$ cat src/design/spt_consts.svh
// constants for the suspend plane and throttle output block
// assumes inclusion by bare name from the package only; the design modules do not include it
`ifndef SPT_CONSTS_SVH
`define SPT_CONSTS_SVH

`define SPT_PIN_RESET      1'b0
`define SPT_PIN_IDLE       1'b1
`define SPT_ZZ_IDLE        1'b0
`define SPT_STOP_IDLE_N    1'b1
`define SPT_GPI_IDLE       1'b1
`define SPT_RATE_W         8
`define SPT_RATE_DEFAULT   8'h10
`define SPT_TICK_ONE       1

`endif

$ cat src/design/spt_pkg.sv
// types shared by the suspend plane and throttle output block
// assumes spt_consts.svh is on the include path
`include "spt_consts.svh"

package spt_pkg;

  typedef enum logic [1:0] {
    SPT_WORKING,
    SPT_POWER_ON_SUSPEND,
    SPT_SUSPEND_TO_RAM,
    SPT_SUSPEND_TO_DISK
  } spt_sys_state_t;

  // suspend status and plane control pins, in pin order
  typedef struct packed {
    logic secondary_plane_ctl_n;
    logic tertiary_plane_ctl_n;
    logic host_clk_status_n;
    logic periph_suspend_status_n;
    logic cache_sram_powerdown;
  } spt_pins_t;

  // software values for the same pins used as general-purpose outputs
  typedef struct packed {
    logic gp_out_15;
    logic gp_out_16;
    logic gp_out_20;
    logic gp_out_21;
    logic gp_out_19;
  } spt_gpo_t;

  typedef struct packed {
    spt_pins_t pins;
    logic      cpu_stop_clock_req_n;
    logic      gp_in_8;
    logic      throttle_active;
  } spt_state_t;

endpackage

$ cat src/design/spt_rate_tick.sv
// one-cycle enable pulse every period cycles while run is high
// assumes a single clock; period of zero behaves as one
`timescale 1ns/1ps

module spt_rate_tick #(
  parameter int W = `SPT_RATE_W
) (
  input  wire logic         clk_sys,
  input  wire logic         sys_rst,
  input  wire logic         run,
  input  wire logic [W-1:0] period,
  output logic              tick
);
  import spt_pkg::*;

  typedef struct packed {
    logic [W-1:0] cnt;
    logic         tick;
  } spt_tick_st_t;

  spt_tick_st_t st_reg;
  spt_tick_st_t st_next;
  logic [W-1:0] last;

  always_comb begin
    st_next = st_reg;
    last = (period == '0) ? '0 : period - W'(`SPT_TICK_ONE);
    st_next.tick = 1'b0;
    if (!run) begin
      st_next.cnt = '0;
    end else if (st_reg.cnt >= last) begin
      st_next.cnt = '0;
      st_next.tick = 1'b1;
    end else begin
      st_next.cnt = st_reg.cnt + W'(`SPT_TICK_ONE);
    end
  end

  always_ff @(posedge clk_sys or posedge sys_rst) begin
    if (sys_rst) begin
      st_reg <= '0;
    end else begin
      st_reg <= st_next;
    end
  end

  assign tick = st_reg.tick;
endmodule

$ cat src/design/spt_suspend_outputs.sv
// suspend plane controls, suspend status, cache power-down and thermal throttle
// assumes all inputs synchronous to clk_sys; no software registers, controls are ports
//
// Notes on behaviour
// - secondary plane control low during suspend-to-RAM and suspend-to-disk.
// - tertiary plane control low only during suspend-to-disk.
// - host clock status low on stop-clock or any suspend state.
// - peripheral suspend status low in any suspend state.
// - thermal detect active low; when enabled it forces clock throttling.
// - throttling toggles the stop-clock request at a programmable rate.
// - cache power-down high while the processor is in stop-clock.
// - unused thermal pin reads back as general-purpose input.
// - any unused status, plane or cache power-down pin becomes a software general-purpose output.
`timescale 1ns/1ps

module spt_suspend_outputs #(
  parameter int RATE_W = `SPT_RATE_W
) (
  input  wire logic                  clk_sys,
  input  wire logic                  sys_rst,
  input  wire spt_pkg::spt_sys_state_t sys_state,
  input  wire logic                  stop_clock_active,
  input  wire logic                  thermal_detect_n,
  input  wire logic                  thermal_enable,
  input  wire logic [RATE_W-1:0]     throttle_period,
  input  wire spt_pkg::spt_gpo_t     gpo_select,
  input  wire spt_pkg::spt_gpo_t     gpo_value,
  output spt_pkg::spt_pins_t         pins,
  output logic                       cpu_stop_clock_req_n,
  output logic                       gp_in_8,
  output logic                       throttle_active
);
  import spt_pkg::*;

  spt_state_t st_reg;
  spt_state_t st_next;
  logic       tick;
  logic       thermal_hit;
  logic       in_suspend;
  logic       in_ram_disk;
  logic       in_disk;
  logic       stopped;

  // throttle phase divider; restarts whenever throttling ends
  spt_rate_tick #(
    .W (RATE_W)
  ) u_tick (
    .clk_sys (clk_sys),
    .sys_rst (sys_rst),
    .run     (st_reg.throttle_active),
    .period  (throttle_period),
    .tick    (tick)
  );

  always_comb begin
    st_next = st_reg;
    thermal_hit = thermal_enable && !thermal_detect_n;
    in_suspend  = 1'b0;
    in_ram_disk = 1'b0;
    in_disk     = 1'b0;
    // every code of the two-bit state is legal, so no default
    unique case (sys_state)
      SPT_WORKING: begin
        in_suspend = 1'b0;
      end
      SPT_POWER_ON_SUSPEND: begin
        in_suspend = 1'b1;
      end
      SPT_SUSPEND_TO_RAM: begin
        in_suspend  = 1'b1;
        in_ram_disk = 1'b1;
      end
      SPT_SUSPEND_TO_DISK: begin
        in_suspend  = 1'b1;
        in_ram_disk = 1'b1;
        in_disk     = 1'b1;
      end
    endcase

    st_next.throttle_active = thermal_hit;
    if (!thermal_hit) begin
      st_next.cpu_stop_clock_req_n = `SPT_STOP_IDLE_N;
    end else if (!st_reg.throttle_active) begin
      // first throttle phase stops the clock at once
      st_next.cpu_stop_clock_req_n = !`SPT_STOP_IDLE_N;
    end else if (tick) begin
      st_next.cpu_stop_clock_req_n = !st_reg.cpu_stop_clock_req_n;
    end

    // stop-clock from the clock logic or the throttle's own request
    stopped = stop_clock_active || !st_next.cpu_stop_clock_req_n;

    // each pin is registered from the state, so working releases it a cycle later
    st_next.pins.secondary_plane_ctl_n   = gpo_select.gp_out_15 ? gpo_value.gp_out_15 : !in_ram_disk;
    st_next.pins.tertiary_plane_ctl_n    = gpo_select.gp_out_16 ? gpo_value.gp_out_16 : !in_disk;
    st_next.pins.host_clk_status_n       = gpo_select.gp_out_20 ? gpo_value.gp_out_20
                                                                : !(stopped || in_suspend);
    st_next.pins.periph_suspend_status_n = gpo_select.gp_out_21 ? gpo_value.gp_out_21 : !in_suspend;
    st_next.pins.cache_sram_powerdown    = gpo_select.gp_out_19 ? gpo_value.gp_out_19 : stopped;

    // thermal pin is only software-visible when thermal detection is off
    st_next.gp_in_8 = thermal_enable ? `SPT_GPI_IDLE : thermal_detect_n;
  end

  always_ff @(posedge clk_sys or posedge sys_rst) begin
    if (sys_rst) begin
      st_reg.pins.secondary_plane_ctl_n   <= `SPT_PIN_RESET;
      st_reg.pins.tertiary_plane_ctl_n    <= `SPT_PIN_RESET;
      st_reg.pins.host_clk_status_n       <= `SPT_PIN_RESET;
      st_reg.pins.periph_suspend_status_n <= `SPT_PIN_RESET;
      st_reg.pins.cache_sram_powerdown    <= `SPT_ZZ_IDLE;
      st_reg.cpu_stop_clock_req_n         <= `SPT_STOP_IDLE_N;
      st_reg.gp_in_8                      <= `SPT_GPI_IDLE;
      st_reg.throttle_active              <= 1'b0;
    end else begin
      st_reg <= st_next;
    end
  end

  assign pins                 = st_reg.pins;
  assign cpu_stop_clock_req_n = st_reg.cpu_stop_clock_req_n;
  assign gp_in_8              = st_reg.gp_in_8;
  assign throttle_active      = st_reg.throttle_active;
endmodule

$ cat config.mk
export PLATFORM = sky130hd
export DESIGN_NAME = spt_suspend_outputs
export DESIGN_NICKNAME = d
export VERILOG_FILES = /design/src/design/spt_pkg.sv /design/src/design/spt_rate_tick.sv /design/src/design/spt_suspend_outputs.sv
export VERILOG_INCLUDE_DIRS = /design/src /design/src/design
export SDC_FILE = /design/constraint.sdc
export NUM_CORES = 1
export LEC_CHECK = 0
export ABC_AREA = 0
export BUFFER_PORTS_ARGS = -buffer_cell sky130_fd_sc_hd__buf_2
export CAP_MARGIN = 10
export CORE_MARGIN = 2
export CORE_UTILIZATION = 53
export DETAILED_ROUTE_END_ITERATION = 16
export PLACE_DENSITY = 0.87
export SLEW_MARGIN = 15
export SYNTH_ARGS = -nofsm -noshare
export SYNTH_HDL_FRONTEND = slang
export SYNTH_HIERARCHICAL = 1
export SYNTH_SLANG_ARGS = --single-unit
$ cat constraint.sdc
create_clock -name clk_sys -period 2.8 [get_ports clk_sys]
set_clock_uncertainty 0.2 [all_clocks]
set_input_delay 0.84 -clock clk_sys [delete_from_list [all_inputs] [get_ports clk_sys]]
set_output_delay 0.84 -clock clk_sys [all_outputs]
set_load 0.01 [all_outputs]
== After elaboration in Yosys (flattened, before gate mapping) ==
Cells that the tools add are included.
W data, S select, Z words.

* Bits in registers: 17
* Input port bits: 25

* Add/subtract/negate cells: 2
* Reductions and logical operators: 14
* Equality and inequality tests: 3
* Mux-type cells: 17
* Magnitude comparators: 1

{| class="wikitable"
|+ Operators by type and width
! cell !! count
|-
| $mux W8 || 3
|-
| $mux W1 || 13
|-
| $add A8 B1 Y8 const B || 1
|-
| $ge A8 B8 Y1 || 1
|-
| $logic_not A8 Y1 || 1
|-
| $sub A8 B1 Y8 const B || 1
|-
| $logic_not A1 Y1 || 7
|-
| $eq A2 B2 Y1 const B || 2
|-
| $reduce_or A3 Y1 || 1
|-
| $eq A2 B1 Y1 const B || 1
|-
| $logic_not A2 Y1 || 1
|-
| $logic_or A1 B1 Y1 || 2
|-
| $pmux W1 S2 || 1
|-
| $reduce_or A2 Y1 || 1
|-
| $logic_and A1 B1 Y1 || 1
|}

== Longest topological paths before layout ==
Gate-level depths: netlist of the first run.

* Depth in word-level cells: 9
* Gate-level depth with buffers: 11
* Depth with buffers taken out: 11

== By module ==
Netlist of the first run, hierarchy kept.

{| class="wikitable"
|+ Modules (own cells, without submodules)
! module !! sequential area each (µm²) !! cells each !! area an instance (µm²) !! instances
|-
| spt_rate_tick || 225.2 || 78 || 730.7 || 1
|-
| spt_suspend_outputs || 202.7 || 25 || 305.3 || 1
|}

== Worst setup path after synthesis of the first run ==
OpenSTA, ideal clock, no wires.

* Path kind: input-to-reg
* From: input throttle_period[0]
* To: register u_tick.st_reg, in the netlist u_tick/tick
* Arrival time: 2.956 ns
* Path buffers: 0
* Data required time: 2.481 ns
* Path slack: -0.476 ns
* Stages on the path: 11
* Cells stage by stage: inv_1 > ha_1 > nor2b_1 > nand3b_1 > or3_1 > o21ai_0 > ha_1 > or3_2 > a21oi_2 > o31ai_1 > and2_1

{| class="wikitable"
|+ RTL lines
! what !! line !! RTL
|-
| from (decl) || spt_suspend_outputs.sv:25 || <nowiki>input wire logic [RATE_W-1:0] throttle_period,</nowiki>
|-
| to (signal assigned) || spt_rate_tick.sv:43 || <nowiki>st_reg <= st_next;</nowiki>
|-
| to (decl) || spt_rate_tick.sv:21 || <nowiki>spt_tick_st_t st_reg;</nowiki>
|}

==> metrics.cfg, run 1 <==
[status]
status = finished with violations
violations = negative setup slack

[sta]
relSlewSlack_pct = 73.20
slew_viol_final = 0
finalCritPeriodShare_pct = 106.9
rsz0062_at_grt = yes
post-route-worst-setup-slack_ns = -0.1940
setup_violations = 9
hold_viol_final = 0
worstMarginPinSlew_ns = 0.3984
tns_ns = -1.562
fin_crit_ns = 2.994
fmax_mhz = 334.0

[floorplan]
die_x_um = 48.21
coreArea_um2 = 1783
pin_count = 33
dieArea_um2 = 2324
die_h_um = 48.21
start_util_pct = 58.11
row_count = 15

[route]
num_vias = 976
met3_wirelength_um = 136
detail-route-antenna-nets = 0
highest_layer = met4
viasPerCell = 5.577
wl_met2_um = 1537
post_drt_wl_per_cell_um = 15.97
drt-met1-wl_um = 995
first_pass_iters = 4
drt-initial-drc-count = 7
drc = 0
routed_wl_um = 2795

[yosys]
syn_nets = 138
synth_flop_cell = dfrtp_1
synth_area_leaders = dfrtp_1, ha_1, xor2_1
ys_ff_latch = 17
synthArstFlopShare_pct = 100.0
syn_area_per_cell_um2 = 10.06
synth_edf_count = 0
synth_seq_area_share_pct = 41.30
synth_commonest_cells = dfrtp_1, ha_1, nor2_1
yosys.cell_count.top_type = dfrtp_1
synth_area_leader_cell = dfrtp_1
syn-instance-count = 103
synth_top_area_share_pct = 36.23
synth_cell_types = 34
yosysWarnings = 6
mappedNetlistArea_um2 = 1036

[grt]
antenna_found_initial = 0
grt.total_usage_pct = 24.77
grt_pass1_wl_um = 3753
grt_pass1_vias = 951
gr-total-overflow = 0
grt_max_degree = 10

[worst_setup_path]
endpoint_kind = flop
cp.required_ns = 2.82
cp_max_fo = 8
critPathSlowestCell = or3_4
crit_arrival_ns = 3.02
crit_path_max_incr_delay_ns = 0.37
path_cells = buf_8, inv_6, ha_4, nor2b_4, nand3b_1, or3_4, buf_4, nand2_1, ha_2, o21a_1, a21oi_4, o311ai_4, buf_6, nor2_2
cp-start-kind = input port
critical_path_class = input port to flop

[power]
swShare_pct = 27.24
peakVddDrop_uv = 325.3
p_comb_share_pct = 24.1
internal_power_uw = 372.1
power.density_nw_per_um2 = 350.6
clkPwrFrac_pct = 25.0
p_leak_uw = 0.0007190
p_sw_uw = 139.3
p_seq_share_pct = 50.9

[clock_network]
clk_path_buf_depth = 2
cts-root-buf = clkbuf_4
numCtsBuffers = 3
cts_hold_buffers = 0
cts_tree = done
htreeDepth = 1
clk_pin_slew_ns = 0.09
clock-sinks = 17
clk_latency_ns = 0.29

[place]
hpwl_um = 2015
gp_congestion = 0.8021
portBuffers = 32

[cells_and_area]
n_fill_cell = 99
final_nets = 186
antenna_cells = 0
final_util_pct = 81.82
area_growth_pct = 40.82
drive_above_1_share_pct = 48.67
largest_register_ffs = 8

[worst_hold_path]
hp-class = input port to asynchronous set/reset pin

[run]
cap_violations = 0

-- layout by cell type (no fill, tap or decap), drive strengths merged --
| master | n |
|---|---|
| buf | 43 |
| dfrtp | 15 |
| ha | 10 |
| nor2 | 10 |
| nand2 | 8 |
| xor2 | 7 |
| inv | 7 |
| nand3 | 5 |
| clkbuf | 4 |
| nor2b | 4 |
| a21oi | 4 |
| xnor2 | 3 |
| nand2b | 3 |
| o21ai | 3 |
| o31ai | 2 |
| dfstp | 2 |
| nor3 | 2 |
| or3 | 2 |
| and3 | 2 |
| or4 | 2 |
| and2 | 2 |
| mux2 | 1 |
| a21boi | 1 |
| o31a | 1 |
| or2 | 1 |
| nand3b | 1 |
| nor3b | 1 |
| mux2i | 1 |
| o21a | 1 |
| a21o | 1 |
| o311ai | 1 |
-- metrics by stage --
step	std cells	hold slack [ns]	cell area [um2]	power [uW]	worst slack, ns
finish	175	0.2869	1459	511.4	-0.1940
floorplan	103	0.2454	1090	321.5	-0.2496
global route	175	0.3067	1459	533.0	-0.2513
detailed placement	169	0.2968	1349	371.0	-0.5446
CTS	174	0.2898	1424	508.6	-0.07732
global placement	169	0.2950	1349	364.5	-0.4781
-- cells by family (layout without fill, tap and decap cells) --
logic type | count (synthesis) | count (layout) | synth area share, %
xor gates and xnor gates | 10 | 10 | 8.455
adders and majority gates | 10 | 10 | 12.08
DFF | 17 | 17 | 41.30
AOI/OAI and AO/OA | 14 | 14 | 11.84
muxes | 2 | 2 | 2.053
and+or+nand+nor | 43 | 43 | 21.74
buffers and inverters | 7 | 54 | 2.537
-- repair_timing --
action / 4_1_cts / 5_1_grt
resized for setup: 11 / 10
pin swaps: 7 / 0
setup endpoints to repair: 9 / 9
setup buffers: 1 / 1
gates cloned: 0 / 0
-- final cells by class --
class / count / area [um2] / area share (%)
timing repair buffer: 43 / 271.5 / 18.61
tap: 25 / 31.28 / 2.144
sequential: 17 / 427.9 / 29.33
clock buffer: 4 / 26.28 / 1.801
inverter: 7 / 43.79 / 3.002
multi-input combinational: 79 / 658.1 / 45.11
-- final timing paths --
| path | start | to | slack, ns | cells past startpoint |
|---|---|---|---|---|
| min in group clk_sys | u_tick/st_reg[1] | u_tick/st_reg[1] | 0.31 | 1 |
| max | throttle_period[0] | u_tick/st_reg[4] | -0.19 | 14 |
| max reg2reg | u_tick/st_reg[3] | u_tick/st_reg[4] | 0.73 | 6 |
| min reg2reg | u_tick/st_reg[1] | u_tick/st_reg[1] | 0.31 | 1 |
| max in group asynchronous | sys_rst | cpu_stop_clock_req_n | 1.83 | 2 |
| min | sys_rst | pins[2] | 0.29 | 2 |
-- worst max-delay path: cells and delay by family --
family	cells	cell delay, ns
AO/OA/AOI/OAI	3	0.55
adder cells (fa/ha/maj)	2	0.39
AND/OR/NAND/NOR	5	0.76
buffers and inverters	4	0.48
-- power groups by stage --
stage	clock network [uW]	registers (uW)	logic [uW]
6_report	128	260	123
5_1_grt	138	261	134
4_1_cts	133	260	116
3_5_place_dp	0	265	106
3_3_place_gp	0	264	100
2_1_floorplan	0	268	53.0
-- metal layers --
layer,up-vias,global-route usage [%]
li1,444,-
met1,467,23.50
met2,51,46.84
met3,14,3.333
met4,0,18.92
met5,-,0
Note: power is estimated with default switching activity, not from simulation.
==> run 2: changes to the inputs <==
--- a/config.mk
+++ b/config.mk
@@ -12,7 +12,8 @@
 export CORE_MARGIN = 2
 export CORE_UTILIZATION = 53
 export DETAILED_ROUTE_END_ITERATION = 16
-export PLACE_DENSITY = 0.87
+export PLACE_DENSITY = 0.81
+export SKIP_CTS_REPAIR_TIMING = 1
 export SLEW_MARGIN = 15
 export SYNTH_ARGS = -nofsm -noshare
 export SYNTH_HDL_FRONTEND = slang
==> constraint.sdc (replaced) <==
create_clock -name clk_sys -period 3.7 [get_ports clk_sys]
set_clock_uncertainty 0.2 [all_clocks]
set_input_delay 1.11 -clock clk_sys [delete_from_list [all_inputs] [get_ports clk_sys]]
set_output_delay 1.11 -clock clk_sys [all_outputs]
set_load 0.01 [all_outputs]
==> run 2 against run 1 <==
Against the previous run:
- the run now ends clean
- critical path depth is 2 lower
- final area fell by 13%
- die area unchanged
- sequential share of layout area rose by 4.4 points
- non-clock buffer count is 9 lower
- utilization shrank 11 points
- sequential power down 24%
- flip-flop and latch count did not move
- critical endpoint is now u_tick/tick
==> metrics.cfg, run 2 (same netlist as run 1, synthesis figures left out) <==
[status]
status = finished clean

[run]
cap_violations = 0

[place]
placedCellCount = 162
placed_area_um2 = 1242
hpwl_um = 1796
gp_congestion = 0.7869
portBuffers = 32

[power]
internal_power_uw = 267.4
power.density_nw_per_um2 = 286.2
clkPwrFrac_pct = 27.2
peakVddDrop_uv = 246.1
p_sw_uw = 95.73
power.total_uw = 363.1
p_comb_share_pct = 18.6
p_seq_share_pct = 54.2
p_leak_uw = 0.0006523
swShare_pct = 26.36

[clock_network]
numCtsBuffers = 3
clock-sinks = 17
clk_path_buf_depth = 2
cts-root-buf = clkbuf_4
cts_tree = done
clk_pin_slew_ns = 0.10
htreeDepth = 1
clk_latency_ns = 0.28

[worst_setup_path]
critical_path_class = input port to flop
cp.required_ns = 3.68
critPathTopFamily = simple AND/OR/NAND/NOR gates
critPathSlowestCell = or3_2
cp_max_fo = 3
cp-start-kind = input port
crit_arrival_ns = 3.45
crit_path_max_incr_delay_ns = 0.47
crit_path_frequent_cell = ha_1
path_cells = buf_2, inv_1, ha_1, nor2b_1, nand3b_1, or3_1, o21ai_0, ha_1, or3_2, a21oi_2, o31ai_1, and2_1
endpoint_kind = flop
crit_buf_inv = 2

[route]
first_pass_iters = 4
post_drt_wl_per_cell_um = 12.54
drt-initial-drc-count = 24
num_vias = 841
drc = 0
viasPerCell = 5.066
routed_wl_um = 2081
detail-route-antenna-nets = 0

[cells_and_area]
multi_input_comb_area_um2 = 581.8
largest_register_ffs = 8
antenna_cells = 0
layout.cells.non_filler = 166
area_growth_pct = 22.46
design_area_um2 = 1269
final_nets = 177
n_fill_cell = 147
ff_latch_area_um2 = 427.9
final_common_cell = buf_2
drive_above_1_share_pct = 32.62
layout_common_cells = buf_2, dfrtp_1, nor2_1, ha_1, nand2_1

[sta]
hold_slack_ns = 0.2911
tns_ns = 0
rsz0062_at_grt = no
slew_viol_final = 0
fmax_mhz = 288.6
setup_violations = 0
hold_viol_final = 0
fin_crit_ns = 3.465
finalCritPeriodShare_pct = 93.64
worstMarginPinSlew_ns = 0.4011
relSlewSlack_pct = 73.19

[floorplan]
die_h_um = 48.21
start_util_pct = 58.11
coreArea_um2 = 1783
die_x_um = 48.21
row_count = 15
dieArea_um2 = 2324
pin_count = 33

[grt]
gr-total-overflow = 0
grt.total_usage_pct = 20.45
grt_pass1_wl_um = 3153
grt_max_degree = 10
grt_pass1_vias = 733
antenna_found_initial = 0

[worst_hold_path]
hp-class = flop to flop

==> run 2: power groups by stage <==
stage	Clock, uW	Combinational, uW	Sequential (uW)
after floorplan	0	35.4	203
after global placement	0	64.7	200
after detailed placement	0	68.6	200
after CTS	103	68.7	197
after global routing	116	75.6	198
final	98.9	67.4	197
==> run 2: path summary, 6_finish.rpt <==
check,start,end,slack (ns),depth (start not counted)
max in group asynchronous,sys_rst,gp_in_8,2.47,2
min reg2reg,u_tick/st_reg[1],u_tick/st_reg[1],0.29,1
max,throttle_period[0],u_tick/tick,0.24,12
max reg2reg,u_tick/st_reg[3],u_tick/tick,1.65,5
min in group asynchronous,sys_rst,pins[0],0.56,2
min,u_tick/st_reg[1],u_tick/st_reg[1],0.29,1
==> run 2: final cells by class <==
| class | count | area share, % |
|---|---|---|
| Clock buffer | 4 | 2.071 |
| Inverter | 7 | 2.071 |
| Multi-Input combinational cell | 79 | 45.86 |
| Sequential cell | 17 | 33.73 |
| Tap cell | 25 | 2.465 |
| Timing Repair Buffer | 34 | 13.81 |
==> run 2: per-stage QoR <==
step	util (%)	setup slack (ns)
2_1_floorplan	-	0.1545
3_5_place_dp	69.68	-0.03985
6_report	71.16	0.2353
4_1_cts	71.16	0.2533
5_1_grt	71.16	0.1387
3_3_place_gp	69.68	0.05762
==> run 2: per-layer routing <==
layer | part of all wire, % | GRT usage (%) | up-vias
met5 | 0 | 0 | -
met4 | 0.58 | 6.486 | 0
met3 | 4.2 | 5.556 | 2
met2 | 52 | 34.47 | 23
met1 | 43 | 25.35 | 385
li1 | - | - | 431
==> run 3: changes to the inputs <==
--- a/config.mk
+++ b/config.mk
@@ -9,10 +9,11 @@
 export ABC_AREA = 0
 export BUFFER_PORTS_ARGS = -buffer_cell sky130_fd_sc_hd__buf_2
 export CAP_MARGIN = 10
+export CORE_ASPECT_RATIO = 1.75
 export CORE_MARGIN = 2
-export CORE_UTILIZATION = 53
+export CORE_UTILIZATION = 30
 export DETAILED_ROUTE_END_ITERATION = 16
-export PLACE_DENSITY = 0.81
+export PLACE_DENSITY = 0.5
 export SKIP_CTS_REPAIR_TIMING = 1
 export SLEW_MARGIN = 15
 export SYNTH_ARGS = -nofsm -noshare
==> run 3 against run 2 <==
Against the previous run:
- power rose by 11%
- clock power up 38%
- sequential power about the same
- clock-buffer cell count is the same
- combinational power is 2% higher
- cell count increased by 13%
- flip-flop and latch count unchanged
- critical path depth grew 1
- sequential share of layout area down 1.6 points
- critical endpoint is now u_tick/st_reg[5]
- largest cell class unchanged
==> metrics.cfg, run 3 (same netlist as run 1, synthesis figures left out) <==
[status]
status = finished clean

[worst_setup_path]
crit_buf_inv = 3
cp-start-kind = input port
critPathSlowestCell = or3_2
critical_path_class = input port to flop
r2r_cells = 6
crit_arrival_ns = 3.47
critPathTopFamily = simple AND/OR/NAND/NOR gates
cp.depth = 13
crit_path_frequent_cell = ha_1
endpoint_kind = flop
crit_path_max_incr_delay_ns = 0.48
path_cells = buf_2, inv_1, ha_1, nor2b_2, nand3b_1, or3_1, o21ai_0, ha_1, or3_2, a21oi_4, o311ai_4, buf_4, nor2_1
cp.required_ns = 3.68
cp_max_fo = 8

[route]
first_pass_iters = 3
drt-initial-drc-count = 2
num_vias = 843
viasPerCell = 4.508
post_drt_wl_per_cell_um = 11.26
drc = 0
routed_wl_um = 2106
detail-route-antenna-nets = 0

[sta]
hold_viol_final = 0
post-route-worst-setup-slack_ns = 0.2097
setup_violations = 0
rsz0062_at_grt = no
tns_ns = 0
finalCritPeriodShare_pct = 94.33
worstMarginPinSlew_ns = 0.4086
slew_viol_final = 0
relSlewSlack_pct = 72.52
fin_crit_ns = 3.490
fmax_mhz = 286.5

[cells_and_area]
layout_common_cells = buf_2, dfrtp_1, ha_1, nor2_1, nand2_1
layout.cells.non_filler = 187
final_nets = 178
final_common_cell = buf_2
final_util_pct = 40.04
antenna_cells = 0
area_growth_pct = 28.62
drive_above_1_share_pct = 34.51
largest_register_ffs = 8

[power]
p_seq_share_pct = 49.1
peakVddDrop_uv = 207.5
p_comb_share_pct = 17.1
clkPwrFrac_pct = 33.8
power.density_nw_per_um2 = 301.2
power.total_uw = 401.4
internal_power_uw = 303.2
p_sw_uw = 98.17
p_leak_uw = 0.0006668
swShare_pct = 24.46

[floorplan]
die_h_um = 81.74
coreArea_um2 = 3328
die_x_um = 48.42
dieArea_um2 = 3958
start_util_pct = 31.13
pin_count = 33
row_count = 28

[clock_network]
cts-root-buf = clkbuf_8
cts_tree = done
numCtsBuffers = 3
clk_latency_ns = 0.25
htreeDepth = 1
clk_path_buf_depth = 2
clk_pin_slew_ns = 0.06
clock-sinks = 17

[place]
portBuffers = 32
gp_congestion = 0.7503
hpwl_um = 1815
placedCellCount = 183
place_ws_ns = -0.09906

[grt]
grt_pass1_vias = 921
grt_max_degree = 10
antenna_found_initial = 0
grt.total_usage_pct = 12.42
gr-total-overflow = 0
grt_pass1_wl_um = 3767

[worst_hold_path]
hp-class = flop to flop
holdPathStages = 1

[run]
cap_violations = 0

==> run 3: cell type report <==
class | instances | area [um2]
Clock buffer | 4 | 45.04
Fill cell | 357 | 1996
Inverter | 7 | 26.28
Multi-Input combinational cell | 79 | 594.3
Sequential cell | 17 | 427.9
Tap cell | 45 | 56.30
Timing Repair Buffer | 35 | 182.7
==> run 3: routing by layer <==
| metal | up-vias | share of wire (%) | wire (um) | track usage [%] |
|---|---|---|---|---|
| met4 | 0 | 2.4 | 51 | 7.714 |
| met2 | 31 | 53 | 1126 | 24.17 |
| met3 | 5 | 5.8 | 122 | 2.000 |
| met1 | 377 | 38 | 805 | 12.20 |
| li1 | 430 | - | - | - |
| met5 | - | 0 | 0 | 0 |
==> run 3: power by group through the flow <==
stage / Combinational (uW) / Clock, uW / Sequential [uW]
6_report: 68.8 / 136 / 197
2_1_floorplan: 35.4 / 0 / 203
4_1_cts: 69.3 / 139 / 197
3_5_place_dp: 68.9 / 0 / 200
3_3_place_gp: 67.3 / 0 / 200
5_1_grt: 79.3 / 147 / 198
==> run 3: per-stage QoR <==
step                      cell area (um2)  hold WS (ns)
after detailed placement             1275        0.2855
after global routing                 1333        0.3270
after global placement               1275        0.2663
after CTS                            1320        0.2943
after floorplan                      1036        0.2454
final                                1333        0.2974
==> run 3: final timing paths <==
check	start	end	slack, ns
min in group asynchronous	sys_rst	pins[3]	0.60
hold / removal	u_tick/st_reg[1]	u_tick/st_reg[1]	0.30
setup / recovery	throttle_period[0]	u_tick/st_reg[5]	0.21
setup reg to reg	u_tick/st_reg[3]	u_tick/st_reg[5]	1.62
hold reg to reg	u_tick/st_reg[1]	u_tick/st_reg[1]	0.30
max in group asynchronous	sys_rst	u_tick/tick	2.42
